<file path="config.mk">
export PLATFORM = sky130hd
export DESIGN_NAME = uaf_top
export DESIGN_NICKNAME = d
export VERILOG_FILES = /design/src/core/uaf_pkg.sv /design/src/core/uaf_top.sv /design/src/core/uaf_rx_mem.sv
export SDC_FILE = /design/constraint.sdc
export NUM_CORES = 1
export LEC_CHECK = 0
export BUFFER_PORTS_ARGS = -buffer_cell sky130_fd_sc_hd__clkbuf_2
export CORE_MARGIN = 2
export CORE_UTILIZATION = 60
export CTS_CLUSTER_DIAMETER = 40
export DETAILED_ROUTE_END_ITERATION = 12
export PLACE_DENSITY = 0.86
export SLEW_MARGIN = 15
export SYNTH_ARGS = -nofsm -noshare
export SYNTH_HDL_FRONTEND = slang
export SYNTH_HIERARCHICAL = 1
export SYNTH_SLANG_ARGS = --single-unit
</file>
<file path="constraint.sdc">
create_clock -name clk_in -period 4.1 [get_ports clk_in]
set_input_delay 0.82 -clock clk_in [delete_from_list [all_inputs] [get_ports clk_in]]
set_output_delay 0.82 -clock clk_in [all_outputs]
set_load 0.02 [all_outputs]
</file>
<file path="src/core/uaf_pkg.sv">
// Constants and types shared by the address-filtering serial port block
// What this block does
// - In address filter mode, frames typed as data never reach the receive buffer.
// - Transmitter behaves identically whatever the address filter mode.
// - With 5 to 8 data bits, the first stop bit is the frame type.
// - With nine data bits, the received ninth bit is the frame type.
// - Type bit one means address frame, zero means data frame.
// - In filter mode, address frames are buffered and flag receive complete as normal.
// - Transmitter and receiver share one character size setting.
// - Filter mode bit shares a register with write-one-to-clear transmit complete.
// - Sixteen samples per bit normally, eight in double speed.
// - First vote sample is 8 normally, 4 in double speed.
// - Middle vote sample is 9 normally, 5 in double speed.
// - Data plus parity bits may total 5 to 10.
// - Each end should keep within half the total tolerable rate error.
// - Double speed cuts the divisor from 16 to 8.
package uaf_pkg;
   // Register byte offsets
   localparam logic [7:0] ADDR_CSRA = 8'h00;
   localparam logic [7:0] ADDR_CSRB = 8'h04;
   localparam logic [7:0] ADDR_CSRC = 8'h08;
   localparam logic [7:0] ADDR_BAUD = 8'h0c;
   localparam logic [7:0] ADDR_DATA = 8'h10;
   // Status register a bit positions
   localparam int A_RXC  = 7;
   localparam int A_TXC  = 6;
   localparam int A_DBL  = 1;
   localparam int A_AFM  = 0;
   // Control register b bit positions
   localparam int B_RXEN = 4;
   localparam int B_TXEN = 3;
   localparam int B_SZ2  = 2;
   localparam int B_TB8  = 0;
   // Control register c bit positions
   localparam int C_UPM  = 4;
   localparam int C_USBS = 3;
   localparam int C_SZ   = 1;
   // Reset values
   localparam logic [2:0]  RST_SZ   = 3'h3;
   localparam logic [11:0] RST_BAUD = 12'h000;
   // Character size code for nine data bits
   localparam logic [2:0] SZ_NINE  = 3'h7;
   localparam logic [3:0] MIN_BITS = 4'h5;
   // Sample timing per bit
   localparam logic [4:0] SPB_NORM   = 5'h10;
   localparam logic [4:0] SPB_DBL    = 5'h08;
   localparam logic [4:0] FIRST_NORM = 5'h08;
   localparam logic [4:0] FIRST_DBL  = 5'h04;
   localparam logic [4:0] MID_NORM   = 5'h09;
   localparam logic [4:0] MID_DBL    = 5'h05;
   // Receiver states
   typedef enum logic [1:0] {
      UAF_IDLE  = 2'b00,
      UAF_START = 2'b01,
      UAF_BITS  = 2'b10
   } uaf_rx_e;
endpackage : uaf_pkg

</file>
<file path="src/core/uaf_top.sv">
// Serial port with address-filtering receiver, APB register slave
//
// The implementer's own choices: the address map and the APB register port.
`timescale 1ns/1ps
module uaf_top (
   input  wire logic        clk_in,
   input  wire logic        nrst_in,
   input  wire logic        psel_in,
   input  wire logic        penable_in,
   input  wire logic        pwrite_in,
   input  wire logic [7:0]  paddr_in,
   input  wire logic [31:0] pwdata_in,
   output logic [31:0]      prdata_out,
   output logic             pready_out,
   output logic             pslverr_out,
   input  wire logic        rxd_in,
   output logic             txd_out
);
   typedef struct packed {
      logic            rdy;
      logic            err;
      logic [31:0]     rdata;
      logic            afm;
      logic            dbl;
      logic            txc;
      logic            rxen;
      logic            txen;
      logic            usbs;
      logic            tb8;
      logic [2:0]      sz;
      logic [1:0]      upm;
      logic [11:0]     baud;
      logic            dor;
      logic            s1;
      logic            s2;
      logic            s3;
      logic            lvl;
      logic [11:0]     bcnt;
      uaf_pkg::uaf_rx_e st;
      logic [4:0]      smp;
      logic [3:0]      bit_i;
      logic [1:0]      v;
      logic [10:0]     sh;
      logic [1:0]      wp;
      logic [1:0]      rp;
      logic [8:0]      tbuf;
      logic            tfull;
      logic            tbusy;
      logic [12:0]     tsh;
      logic [3:0]      tleft;
      logic [4:0]      tsmp;
      logic            txd;
   } uaf_state_s;

   uaf_state_s  r;
   uaf_state_s  next_r;
   logic [10:0] head;
   logic        nine;
   logic [3:0]  nd;
   logic        pen;
   logic [3:0]  nbits;
   logic [4:0]  spb;
   logic [4:0]  sf;
   logic        tick;
   logic        maj;
   logic        decide;
   logic        done;
   logic [10:0] fr;
   logic [8:0]  dmask;
   logic [8:0]  data9;
   logic        ftype;
   logic        perr;
   logic        drop;
   logic        full;
   logic        empty;
   logic        mem_we;
   logic        acc;
   logic        tload;
   logic [8:0]  td;
   logic [12:0] tfr;
   logic        txc_set;
   logic [7:0]  csra;

   // Character size is one setting for both directions
   assign nine  = r.sz == uaf_pkg::SZ_NINE;
   assign nd    = nine ? 4'd9 : uaf_pkg::MIN_BITS + {2'b00, r.sz[1:0]};
   assign pen   = r.upm[1];
   assign nbits = nd + {3'b000, pen} + 4'd1;
   assign dmask = ~(9'h1ff << nd);

   // Samples per bit and centred vote window follow the speed mode
   assign spb   = r.dbl ? uaf_pkg::SPB_DBL : uaf_pkg::SPB_NORM;
   assign sf    = r.dbl ? uaf_pkg::FIRST_DBL : uaf_pkg::FIRST_NORM;
   assign tick  = r.bcnt == 12'h000;

   // Majority of the two held samples and the current one
   assign maj    = (r.v[0] & r.v[1]) | (r.v[0] & r.lvl) | (r.v[1] & r.lvl);
   assign decide = tick && (r.st != uaf_pkg::UAF_IDLE) && (r.smp == sf + 5'd2);
   assign done   = decide && (r.st == uaf_pkg::UAF_BITS) && (r.bit_i == nbits - 4'd1);

   // Frame as received, stop bit merged in
   assign fr    = r.sh | (11'(maj) << (nbits - 4'd1));
   assign data9 = fr[8:0] & dmask;
   assign ftype = nine ? fr[8] : maj;
   assign perr  = pen & (fr[nd] ^ (^data9) ^ r.upm[0]);
   assign drop  = r.afm & ~ftype;

   // Buffer occupancy from wrap-extended pointers
   assign full   = (r.wp ^ r.rp) == 2'b10;
   assign empty  = r.wp == r.rp;
   assign mem_we = done && !drop && !full && r.rxen;

   // Bus access completes on the cycle pready is high
   assign acc = psel_in && penable_in && r.rdy;

   // Transmit frame: start, data, optional parity, stop ones above
   assign tload = tick && !r.tbusy && r.tfull && r.txen;
   assign td    = r.tbuf & dmask;
   assign tfr   = (13'h1fff << (nd + 4'd1 + {3'b000, pen})) | {3'b000, td, 1'b0}
                  | (13'(pen & ((^td) ^ r.upm[0])) << (nd + 4'd1));
   assign txc_set = tick && r.tbusy && (r.tsmp == spb) && (r.tleft == 4'd0) && !r.tfull;

   // Status seen by software; frame and parity error flags follow the buffer head, overrun flag is held in its own register
   assign csra = {~empty, r.txc, ~r.tfull, ~empty & head[9], r.dor,
                  ~empty & head[10], r.dbl, r.afm};

   uaf_rx_mem #(
      .W     (11),
      .DEPTH (2),
      .AW    (1)
   ) u_mem (
      .clk_in    (clk_in),
      .nrst_in   (nrst_in),
      .we_in     (mem_we),
      .waddr_in  (r.wp[0]),
      .wdata_in  ({perr, ~maj, data9}),
      .raddr_in  (r.rp[0]),
      .rdata_out (head)
   );

   // Next state of the whole block
   always_comb begin
      next_r = r;
      // Line synchroniser, a change counts when stages two and three agree
      next_r.s1 = rxd_in;
      next_r.s2 = r.s1;
      next_r.s3 = r.s2;
      if (r.s2 == r.s3) begin
         next_r.lvl = r.s3;
      end
      // Sample clock divider
      next_r.bcnt = tick ? r.baud : r.bcnt - 12'h001;

      // Bus slave: data prepared one cycle ahead of pready
      next_r.rdy = psel_in && penable_in && !r.rdy;
      next_r.err = 1'b0;
      if (psel_in && penable_in && !r.rdy) begin
         next_r.rdata = 32'h0000_0000;
         if (paddr_in == uaf_pkg::ADDR_CSRA) begin
            next_r.rdata[7:0] = csra;
         end else if (paddr_in == uaf_pkg::ADDR_CSRB) begin
            // Ninth bit readable before the data pop
            next_r.rdata[7:0] = {3'b000, r.rxen, r.txen, r.sz[2], ~empty & head[8], r.tb8};
         end else if (paddr_in == uaf_pkg::ADDR_CSRC) begin
            next_r.rdata[7:0] = {2'b00, r.upm, r.usbs, r.sz[1:0], 1'b0};
         end else if (paddr_in == uaf_pkg::ADDR_BAUD) begin
            next_r.rdata[11:0] = r.baud;
         end else if (paddr_in == uaf_pkg::ADDR_DATA) begin
            next_r.rdata[7:0] = empty ? 8'h00 : head[7:0];
         end else begin
            next_r.err = 1'b1;
         end
      end

      // Register writes and read side effects
      if (acc && pwrite_in) begin
         if (paddr_in == uaf_pkg::ADDR_CSRA) begin
            // Shared location: writing one here clears the flag
            next_r.afm = pwdata_in[uaf_pkg::A_AFM];
            next_r.dbl = pwdata_in[uaf_pkg::A_DBL];
            if (pwdata_in[uaf_pkg::A_TXC]) begin
               next_r.txc = 1'b0;
            end
         end else if (paddr_in == uaf_pkg::ADDR_CSRB) begin
            next_r.rxen  = pwdata_in[uaf_pkg::B_RXEN];
            next_r.txen  = pwdata_in[uaf_pkg::B_TXEN];
            next_r.sz[2] = pwdata_in[uaf_pkg::B_SZ2];
            next_r.tb8   = pwdata_in[uaf_pkg::B_TB8];
         end else if (paddr_in == uaf_pkg::ADDR_CSRC) begin
            next_r.upm     = pwdata_in[uaf_pkg::C_UPM +: 2];
            next_r.usbs    = pwdata_in[uaf_pkg::C_USBS];
            next_r.sz[1:0] = pwdata_in[uaf_pkg::C_SZ +: 2];
         end else if (paddr_in == uaf_pkg::ADDR_BAUD) begin
            next_r.baud = pwdata_in[11:0];
         end else if (paddr_in == uaf_pkg::ADDR_DATA) begin
            // Writes while the buffer is occupied are ignored
            if (!r.tfull) begin
               next_r.tbuf  = {r.tb8, pwdata_in[7:0]};
               next_r.tfull = 1'b1;
            end
         end
      end else if (acc && (paddr_in == uaf_pkg::ADDR_DATA) && !empty) begin
         next_r.rp = r.rp + 2'd1;
      end

      // Receiver, one step per sample tick
      if (tick) begin
         case (r.st)
            uaf_pkg::UAF_IDLE: begin
               if (r.rxen && !r.lvl) begin
                  next_r.st  = uaf_pkg::UAF_START;
                  next_r.smp = 5'd1;
                  next_r.sh  = 11'h000;
               end
            end
            default: begin
               next_r.smp = (r.smp == spb) ? 5'd1 : r.smp + 5'd1;
               if (r.smp >= sf && r.smp < sf + 5'd2) begin
                  next_r.v = {r.v[0], r.lvl};
               end
               if (r.st == uaf_pkg::UAF_START) begin
                  // Majority high means a spike, not a start bit
                  if (decide && maj) begin
                     next_r.st = uaf_pkg::UAF_IDLE;
                  end else if (r.smp == spb) begin
                     next_r.st    = uaf_pkg::UAF_BITS;
                     next_r.bit_i = 4'd0;
                  end
               end else if (decide) begin
                  next_r.sh[r.bit_i] = maj;
                  if (done) begin
                     // Idle right after the vote so an early start is caught
                     next_r.st = uaf_pkg::UAF_IDLE;
                     // A frame ending as the receiver is disabled is lost, not counted
                     if (!drop && r.rxen) begin
                        next_r.dor = full;
                        if (!full) begin
                           next_r.wp = r.wp + 2'd1;
                        end
                     end
                  end
               end else if (r.smp == spb) begin
                  next_r.bit_i = r.bit_i + 4'd1;
               end
            end
         endcase
      end

      // Disabling the receiver flushes the buffer and its flags
      if (!r.rxen) begin
         next_r.st  = uaf_pkg::UAF_IDLE;
         next_r.rp  = r.wp;
         next_r.dor = 1'b0;
      end

      // Transmitter, no dependence on the filter mode
      if (tload) begin
         next_r.tsh   = tfr >> 1;
         next_r.txd   = 1'b0;
         next_r.tleft = nd + {3'b000, pen} + {3'b000, r.usbs} + 4'd1; // Stops included
         next_r.tsmp  = 5'd1;
         next_r.tbusy = 1'b1;
         next_r.tfull = 1'b0;
      end else if (tick && r.tbusy) begin
         if (r.tsmp != spb) begin
            next_r.tsmp = r.tsmp + 5'd1;
         end else if (r.tleft == 4'd0) begin
            next_r.tbusy = 1'b0;
            next_r.txd   = 1'b1;
         end else begin
            next_r.tsmp  = 5'd1;
            next_r.txd   = r.tsh[0];
            next_r.tsh   = r.tsh >> 1;
            next_r.tleft = r.tleft - 4'd1;
         end
      end
      // Hardware set beats a software clear in the same cycle
      if (txc_set) begin
         next_r.txc = 1'b1;
      end
   end

   // State register with constant reset values
   always_ff @(posedge clk_in or negedge nrst_in) begin
      if (!nrst_in) begin
         r      <= '0;
         r.sz   <= uaf_pkg::RST_SZ;
         r.baud <= uaf_pkg::RST_BAUD;
         r.s1   <= 1'b1;
         r.s2   <= 1'b1;
         r.s3   <= 1'b1;
         r.lvl  <= 1'b1;
         r.txd  <= 1'b1;
      end else begin
         r <= next_r;
      end
   end

   assign prdata_out  = r.rdata;
   assign pready_out  = r.rdy;
   assign pslverr_out = r.err;
   assign txd_out     = r.txd;
endmodule : uaf_top

</file>
<file path="src/core/uaf_rx_mem.sv">
// Two-entry receive buffer storage with registered read data
`timescale 1ns/1ps
module uaf_rx_mem #(
   parameter int W     = 11,
   parameter int DEPTH = 2,
   parameter int AW    = 1
) (
   input  wire logic          clk_in,
   input  wire logic          nrst_in,
   input  wire logic          we_in,
   input  wire logic [AW-1:0] waddr_in,
   input  wire logic [W-1:0]  wdata_in,
   input  wire logic [AW-1:0] raddr_in,
   output logic [W-1:0]       rdata_out
);
   typedef struct packed {
      logic [DEPTH-1:0][W-1:0] mem;
      logic [W-1:0]            rd;
   } uaf_mem_s;

   uaf_mem_s r;
   uaf_mem_s next_r;

   // Write port and registered read of the head entry
   always_comb begin
      next_r = r;
      if (we_in) begin
         next_r.mem[waddr_in] = wdata_in;
      end
      next_r.rd = r.mem[raddr_in];
   end

   // State register
   always_ff @(posedge clk_in or negedge nrst_in) begin
      if (!nrst_in) begin
         r <= '0;
      end else begin
         r <= next_r;
      end
   end

   assign rdata_out = r.rd;
endmodule : uaf_rx_mem

</file>
# Yosys cells after proc, flatten, opt, wreduce, memory -nomap -nowiden
# Index checks and enable logic that the tools add are counted.
dict set report op_classes {
  add_sub_neg 16
  n_lt_le_gt_ge 8
  n_eq_ne 38
  n_shift 4
  n_mux 94
  bitwise 32
  n_reduce_logical 67
}
# operator n
set ops {}
lappend ops {{11-bit 2-to-1 mux} 5}
lappend ops {{24-bit 2-to-1 mux} 2}
lappend ops {{4-bit 2-to-1 mux} 12}
lappend ops {{8-bit 2-to-1 mux} 6}
lappend ops {{22-bit 2-to-1 mux} 2}
lappend ops {{12-bit 2-to-1 mux} 3}
lappend ops {{33-bit 2-to-1 mux} 1}
lappend ops {{2-bit 2-to-1 mux} 16}
lappend ops {{1-bit 2-to-1 mux} 30}
lappend ops {{1-bit logical AND} 26}
lappend ops {{13-bit 2-to-1 mux} 2}
lappend ops {{26-bit 2-to-1 mux} 1}
lappend ops {{22-bit bitwise mux} 1}
lappend ops {{2-bit inequality test (second input constant)} 11}
lappend ops {{21-bit 2-to-1 mux} 1}
lappend ops {{9-bit AND} 2}
lappend ops {{18-bit 2-to-1 mux} 1}
lappend ops {{2-bit nonzero test} 9}
lappend ops {{9-bit XOR reduction} 2}
lappend ops {{4-bit by 1-bit adder with 4-bit output (second input constant)} 4}
lappend ops {{8-bit by 4-bit equality test with 1-bit output (second input constant)} 2}
lappend ops {{16-bit 2-to-1 mux} 1}
lappend ops {{5-bit equality test} 3}
lappend ops {{5-bit 2-to-1 mux} 3}
lappend ops {{56 further kinds} 113}
dict set report word_totals {
  reg_bits 150
  in_bits 46
  out_inout_bits 35
  word_cells 296
}

# Logic depth before layout (Yosys ltp)
# Gate-level depths: netlist of run 1.
dict set report logic_depth {
  word_depth 19
  ltp_mapped 15
  depth_no_buf 14
}

# Hierarchy
# Netlist of run 1, hierarchy kept.
# module n_inst cells_each area_per_inst_um2 seq_area_each_um2
set modules_own_cells {}
lappend modules_own_cells {uaf_top 1 746 6977.9 2911.5}
lappend modules_own_cells {uaf_rx_mem 1 82 1362.6 825.8}

# Worst setup path after synthesis of run 1
# No wires, ideal clock.
dict set report synth_path {
  kind {flip-flop to flip-flop}
  from {reg r[93] (netlist bit)}
  to {reg u_mem/r[21] (netlist bit)}
  arrival_ns 3.592
  required_time_ns 3.975
  slack_ns 0.384
  path_stages_with_launch 15
  n_path_buf 1
  synth_period_minus_slack_ns 3.716
  path_cell_list {dfstp_2 ha_1 a21boi_1 inv_1 ha_1 inv_1 fa_1 clkbuf_1 nor2b_1 a31o_2 xnor3_1 xnor3_1 xor2_1 and2_1 mux2_2}
}
dict set report synth_between {
  word_cells_on_any_way 27
}
# element line
set synth_rtl {}
lappend synth_rtl {{from (decl)} uaf_top.sv:55} ;# uaf_state_s r;
lappend synth_rtl {{from (signal assigned)} uaf_top.sv:295} ;# r <= next_r;
lappend synth_rtl {{3-bit by 2-bit adder with 4-bit output / 3-bit equality test (equally long branches)} {uaf_top.sv:86, uaf_top.sv:85}}
lappend synth_rtl {{4-bit 2-to-1 mux (*)} uaf_top.sv:86} ;# assign nd = nine ? 4'd9 : uaf_pkg::MIN_BITS + {2'b00, r.sz[1:0]};
lappend synth_rtl {{4-bit by 1-bit adder with 4-bit output (2 in a row)} uaf_top.sv:88} ;# assign nbits = nd + {3'b000, pen} + 4'd1;
lappend synth_rtl {{4-bit by 1-bit subtractor with 4-bit output} uaf_top.sv:102} ;# assign fr = r.sh | (11'(maj) << (nbits - 4'd1));
lappend synth_rtl {{1-bit by 4-bit left shift with 11-bit output} uaf_top.sv:102}
lappend synth_rtl {{11-bit bitwise OR} uaf_top.sv:102}
lappend synth_rtl {{9-bit AND (*)} uaf_top.sv:103} ;# assign data9 = fr[8:0] & dmask;
lappend synth_rtl {{via data9[4]} uaf_top.sv:70} ;# logic [8:0] data9;
lappend synth_rtl {{9-bit XOR reduction (*)} uaf_top.sv:105} ;# assign perr = pen & (fr[nd] ^ (^data9) ^ r.upm[0]);
lappend synth_rtl {{1-bit XOR (*) (2 in a row)} uaf_top.sv:105}
lappend synth_rtl {{1-bit AND (*)} uaf_top.sv:105}
lappend synth_rtl {{via perr} uaf_top.sv:72} ;# logic perr;
lappend synth_rtl {{22-bit bitwise mux (*)} uaf_rx_mem.sv:28} ;# next_r.mem[waddr_in] = wdata_in;
lappend synth_rtl {{to (signal assigned)} uaf_rx_mem.sv:38} ;# r <= next_r;
lappend synth_rtl {{to (decl)} uaf_rx_mem.sv:21} ;# uaf_mem_s r;
# The timed path passes the listed nets; every way through them passes the cells marked *. The select of a mux whose other input is x is not followed.
# A chain may end at the register's enable or synchronous reset.

# Worst setup path in the final report of run 1
dict set report layout_path {
  from {reg r[94] (netlist bit)}
  to {reg u_mem/r[21] (netlist bit)}
}
# Same word-level chain as after synthesis.

==> out/results.txt, run 1 <==
TritonRoute pass-1 iters: 5
Final Max Tran Viols: 0
Sequential area share after synthesis: 44.8%
Max Cap Viol: 0
CTS Root Cell: clkbuf_16
Final Wtd Congestion: 0.943
Worst reg2reg setup slack: 0.20 ns
Hold Crit Start: next_r[76]
P_sw: 938 uW
Overall die width: 122 um
DP HPWL: 13700 um
Critical path fanouts, max: 8
Nets: 914
F_max: 0.256 GHz
M1 WL: 8170 um
WL final: 19700 um
Max Root-Sink Buffers: 2
Crit. End Element: flop
Final Cycle Share: 95.2%
Top sig layer: met4
Initial antenna violation count: 0
CP cell instances: ha_1 -> a21boi_1 -> inv_1 -> ha_1 -> inv_1 -> fa_2 -> nor2b_2 -> a31o_2 -> xnor3_1 -> xnor3_1 -> xor2_1 -> and2_1 -> mux2_2
Area delta synth->final: 8.75%
Post-synth top area cell: dfrtp_1
Wire per inst: 19.0 um
Initial Utilization: 60.8%
Layout Cells excl Fill: 1038
Vias: 6365
Worst-path clk slew: 0.07 ns
Htree depth: 4
Clock Skew: 0.00889 ns
Worst hold path endpoint: next_r[75]
# DRC: 0
Crit path time final: 3.90 ns
Net Sw Frac: 27.3%
Worst slew pin tran: 0.987 ns
Slowest-stage cell, CP: fa_2
Crit path arrival time: 4.22 ns
Setup-failing EPs final: 0
CP peak stage delay: 0.63 ns
First-pass GRT wire length: 31800 um
Vias in the first global route: 6182
Row Count: 43
Hold path depth: 0
#FFs+latches synth: 149
CP Class: flop to flop
Routed vias/inst: 6.13
GR Util All Layers: 27.9%
Antenna cells: 0
Setup crit start kind: flop
Hold Path Class: flop to flop
Yosys cell types: 80
GRT overflow: 0
Core area: 13700 sq um
WP data required: 4.42 ns
IO Port Bufs: 40
Syn Std Cell Area: 8340 sq um
FF-to-FF End: u_mem/r[21]
Syn_area_per_cell: 10.1 sq um
Share of cells above drive strength 1: 20.3%
Reg power frac: 46.6%
DR WL met3: 1410 um
Post-cts hold buffer count: 0
RSZ-0062 raised after global routing: false
Top post-synthesis cells by area: dfrtp_1 43%, mux2_2 7.0%, buf_4 3.9%
# IOs: 81
Final Hold Fails: 0
Routed wl met2: 9320 um
Share of the synthesized area in the top cell type: 42.6%
Worst Reg2Reg Path Length in Cells: 13
Post-synth EDFFs: 0
Most frequent cell after synthesis: dfrtp_1
Power density over cell area: 379 nW/um^2
P_leak: 4.32 nW
Die H: 122 um
Inserted Clock Buffers: 17
Clock Sinks: 149
Comb power frac: 9.0%
Synth warnings: 6
P_int: 2.50 mW
Clk pwr share: 44.4%
Placed cells: 1005
TritonCTS clock tree: yes
Initial DRC Count: 743
Worst flop-to-flop path startpoint: r[94]
Slew margin rel.: 34.2%
Largest net degree at the start of global routing: 112
ANT nets after route: 0
Status: complete, no violations
Top FF cell, synth: dfrtp_1
Post-Syn Instances: 828
Die area: 14900 sq um
Peak supply drop: 0.000309 V
Commonest cells post-synth: 142 x dfrtp_1, 85 x nand2_1, 61 x o21ai_0
Setup TNS: 0 ns
Post-synth ARST share: 100%
Clock latency at the later pin of the worst-skew pair: 0.44 ns
-- worst max-delay path, delay by kind of cell, from the launching register on --
kind                       cells  cell delay, ns
adders and majority gates      3            1.03
xor gates and xnor gates       3            0.94
DFF                            1            0.58
and+or+nand+nor                2            0.39
AOI/OAI and AO/OA              2            0.36
muxes                          1            0.27
buffers and inverters          2            0.21
-- what timing repair did --
item	CTS	global route
gates resized for setup	0	3
buffers inserted	0	1
setup endpoints to repair	0	22
-- worst max path at each step --
stage               start           to  slack (ns)  cells after the start
floorplan           r[93]  u_mem/r[21]        0.38                     14
global placement    r[94]  u_mem/r[21]        0.38                     13
detailed placement  r[94]  u_mem/r[21]        0.30                     13
CTS                 r[94]  u_mem/r[20]        0.13                     13
global route        r[94]  u_mem/r[21]        0.03                     13
finish              r[94]  u_mem/r[21]        0.20                     13
-- per-layer routing --
metal	vias up	GRT usage, %
li1	2885	-
met1	3136	35.5
met2	281	43.9
met3	63	7.77
met4	0	13.9
met5	-	0
-- cells by family (layout without fill, tap and decap cells) --
| family | count (synthesis) | count (layout) | share of synthesized area (%) |
|---|---|---|---|
| buffers and inverters | 117 | 128 | 7.73 |
| AOI/OAI and AO/OA | 165 | 165 | 12.2 |
| DFF | 149 | 149 | 44.8 |
| muxes | 77 | 77 | 10.9 |
| and+or+nand+nor | 252 | 252 | 15.8 |
| other | 1 | 20 | 0.0450 |
| xor gates and xnor gates | 42 | 42 | 4.74 |
| adders and majority gates | 25 | 25 | 3.78 |
-- layout make-up --
class | instances | area (sq um)
inverters | 38 | 143
well taps | 180 | 225
flip-flops and latches | 149 | 3740
clock buffers | 18 | 429
fillers | 1016 | 4650
repair buffers | 58 | 354
multi-input cells | 581 | 4040
clock inverters | 14 | 141
-- stage by stage --
step	hold WS [ns]	power, mW	setup WS (ns)	utilization, %	cell area [sq um]
finish	0.356	3.44	0.198	66.1	9070
CTS	0.356	3.46	0.127	65.9	9040
global placement	0.347	1.91	0.376	61.7	8470
global route	0.359	3.58	0.0282	66.1	9070
floorplan	0.345	1.86	0.384	-	8410
detailed placement	0.347	1.93	0.304	61.7	8470
-- power by group through the flow --
stage / clock network [mW] / logic [mW] / registers, mW
after detailed placement: 0 / 0.308 / 1.63
after global placement: 0 / 0.289 / 1.62
after global routing: 1.62 / 0.352 / 1.61
final: 1.53 / 0.309 / 1.60
after floorplan: 0 / 0.243 / 1.61
after CTS: 1.55 / 0.310 / 1.60
-- layout by cell type (no fill, tap or decap), drive strengths merged, types with 11 or more instances in the layout --
master  Yosys  routed
a21oi      41      41
buf        54      19
clkbuf     25      57
conb        1      20
dfrtp     142     142
ha         22      22
inv        38      47
mux2       62      62
mux2i      13      13
nand2      85      85
nand2b     11      11
nand3      27      27
nor2       46      46
nor2b      15      15
nor3       15      15
o21ai      62      62
xnor2      24      24
xor2       16      16
-- registers in the layout, indices dropped and copies added, names as in the netlist --
register         cells
csra                 4
next_r               2
pen                  1
prdata_out          12
pready_out           1
pslverr_out          1
r                   94
txd_out              1
u_mem/r             22
u_mem/rdata_out     11
Power figures use the tool's default switching activity.
==> inputs of run 2 (changes only) <==
==> constraint.sdc (replaced) <==
create_clock -name clk_in -period 4.1 [get_ports clk_in]
set_input_delay 0.41 -clock clk_in [delete_from_list [all_inputs] [get_ports clk_in]]
set_output_delay 0.41 -clock clk_in [all_outputs]
set_load 0.02 [all_outputs]
==> out/results.txt, run 2 (synthesized netlist as in run 1, its figures left out) <==
Status: complete, no violations
Initial Utilization: 60.8% (unchanged)
Top delay family on crit path: simple AND/OR/NAND/NOR gates
Crit path arrival time: 4.16 ns (-0.06 ns)
Inserted Clock Buffers: 17 (unchanged)
Htree depth: 4 (unchanged)
Slowest-stage cell, CP: dfstp_2
Clock Sinks: 149 (unchanged)
F_max: 0.260 GHz (+1.5%)
Most frequent cells in the layout: 142 x dfrtp_1, 85 x nand2_1, 61 x o21ai_0
Clock latency at the later pin of the worst-skew pair: 0.43 ns (about the same)
Post-DP Area: 8460 sq um (about the same)
Die H: 122 um (unchanged)
Crit path time final: 3.84 ns (-0.0585 ns)
Critical path fanouts, max: 11 (+3)
Wire per inst: 18.5 um (-2.4%)
CP cell instances: ha_1 -> a21boi_1 -> inv_1 -> ha_1 -> inv_1 -> fa_1 -> xnor2_1 -> nor4_1 -> buf_4 -> nand4_1 -> nor3b_1 -> nor2b_4 -> mux2_2
Clock Skew: 0.00942 ns (+0.000529 ns)
Slew margin rel.: 36.0% (+1.8 points)
Post_cts resized: 0 (unchanged)
Post-cts hold buffer count: 0 (unchanged)
Setup TNS: 0 ns (unchanged)
Row Count: 43 (unchanged)
Die area: 14900 sq um (unchanged)
Final Cell Area: 9070 sq um (about the same)
Antenna cells: 0 (unchanged)
Area delta synth->final: 8.70% (about the same)
CP Class: flop to flop
Max reg flops: 94 (unchanged)
ANT nets after route: 0 (unchanged)
GR Util All Layers: 27.3% (-0.62 points)
Share of cells above drive strength 1: 19.7% (-0.54 points)
Worst flop-to-flop path startpoint: r[94]
TritonCTS clock tree: yes
Crit. End Element: flop
P_leak: 4.32 nW (about the same)
FILL cells: 972 (-4.3%)
Vias in the first global route: 6001 (-2.9%)
Routed vias/inst: 6.09 (-0.61%)
Final Hold Fails: 0 (unchanged)
GRT overflow: 0 (unchanged)
CP peak stage delay: 0.58 ns (-0.05 ns)
Worst Reg2Reg Path Length in Cells: 13 (unchanged)
Initial antenna violation count: 0 (unchanged)
DP HPWL: 13200 um (-3.3%)
Setup-failing EPs final: 0 (unchanged)
WL final: 19200 um (-2.6%)
Commonest non-fill, non-tap cell in the layout: dfrtp_1
Worst-path clk slew: 0.06 ns (about the same)
CP bufs+invs: 3 (+1)
FF-to-FF End: u_mem/r[15]
Vias: 6314 (-0.80%)
Nets: 912 (-0.22%)
Final Wtd Congestion: 0.938 (-0.56%)
Worst reg2reg setup slack: 0.26 ns (+0.06 ns)
Largest net degree at the start of global routing: 101 (-9.8%)
PnR worst setup slack: 0.257 ns (+0.0585 ns)
# IOs: 81 (unchanged)
Max Cap Viol: 0 (unchanged)
Final Cycle Share: 93.7% (-1.4 points)
Largest Register: r
Overall die width: 122 um (unchanged)
Worst slack, placed: 0.364 ns (+0.0603 ns)
Max Root-Sink Buffers: 2 (unchanged)
Initial DRC Count: 852 (+15%)
Worst slew pin tran: 0.953 ns (-0.0340 ns)
Power density over cell area: 384 nW/um^2 (+1.3%)
Placed cells: 1004 (-0.10%)
Layout Cells excl Fill: 1036 (-0.19%)
TritonRoute pass-1 iters: 6 (+1)
RSZ-0062 raised after global routing: false
Final Max Tran Viols: 0 (unchanged)
Area taken by multi-input logic gates: 4030 sq um (-0.25%)
WP data required: 4.42 ns (about the same)
Sequential cell area: 3740 sq um (unchanged)
First-pass GRT wire length: 31200 um (-1.8%)
# DRC: 0 (unchanged)
Hold Path Class: input pin to asynchronous set/reset pin
Post-CTS Setup Inserts: 0 (unchanged)
Peak supply drop: 0.000372 V (+20%)
Setup crit start kind: flop
Core area: 13700 sq um (unchanged)
CTS Root Cell: clkbuf_16
IO Port Bufs: 40 (unchanged)
run 2: changes by cell type in the layout (fill, tap and decap cells not counted), sizes merged:
cell	change
inv	-8
clkbuf	+4
clkinv	+4
buf	-2
bufinv	+1
clkinvlp	-1
run 2: worst max path at each step:
stage	from	endpoint	slack (ns)	cells after the start
6_report	r[94]	u_mem/r[15]	0.26	13
5_1_grt	r[94]	u_mem/r[15]	0.05	14
4_1_cts	r[94]	u_mem/r[15]	0.33	13
3_5_place_dp	r[94]	u_mem/r[21]	0.36	14
3_3_place_gp	r[94]	u_mem/r[21]	0.49	15
2_1_floorplan	r[93]	u_mem/r[21]	0.38	14
run 2: metrics by stage:
stage / hold WS [ns] / power [mW] / util, %
6_report: 0.0697 / 3.49 / 66.1
5_1_grt: 0.0561 / 3.63 / 66.1
4_1_cts: 0.0520 / 3.51 / 66.1
3_5_place_dp: 0.350 / 1.93 / 61.7
3_3_place_gp: 0.346 / 1.91 / 61.7
2_1_floorplan: 0.114 / 1.86 / -
run 2: final cells by class:
class	instances	share of cell area, %
Multi-Input combinational cell	581	44.5
Sequential cell	149	41.2
Clock buffer	22	5.34
Timing Repair Buffer	56	3.60
Tap cell	180	2.48
Inverter	38	1.57
Clock inverter	10	1.32
run 2: metal layers:
| layer | share of wire, % | vias to the layer above | global-route usage (%) | wire [um] |
|---|---|---|---|---|
| li1 | - | 2891 | - | - |
| met1 | 43 | 3055 | 37.6 | 8190 |
| met2 | 46 | 308 | 40.9 | 8770 |
| met3 | 7.5 | 60 | 6.18 | 1430 |
| met4 | 4.1 | 0 | 13.1 | 795 |
| met5 | 0 | - | 0 | 0 |
run 2: report_power, final:
group	internal (mW)	total, mW	switching [mW]
sequential	1.54	1.60	0.0590
clock	0.962	1.58	0.617
combinational	0.111	0.307	0.197
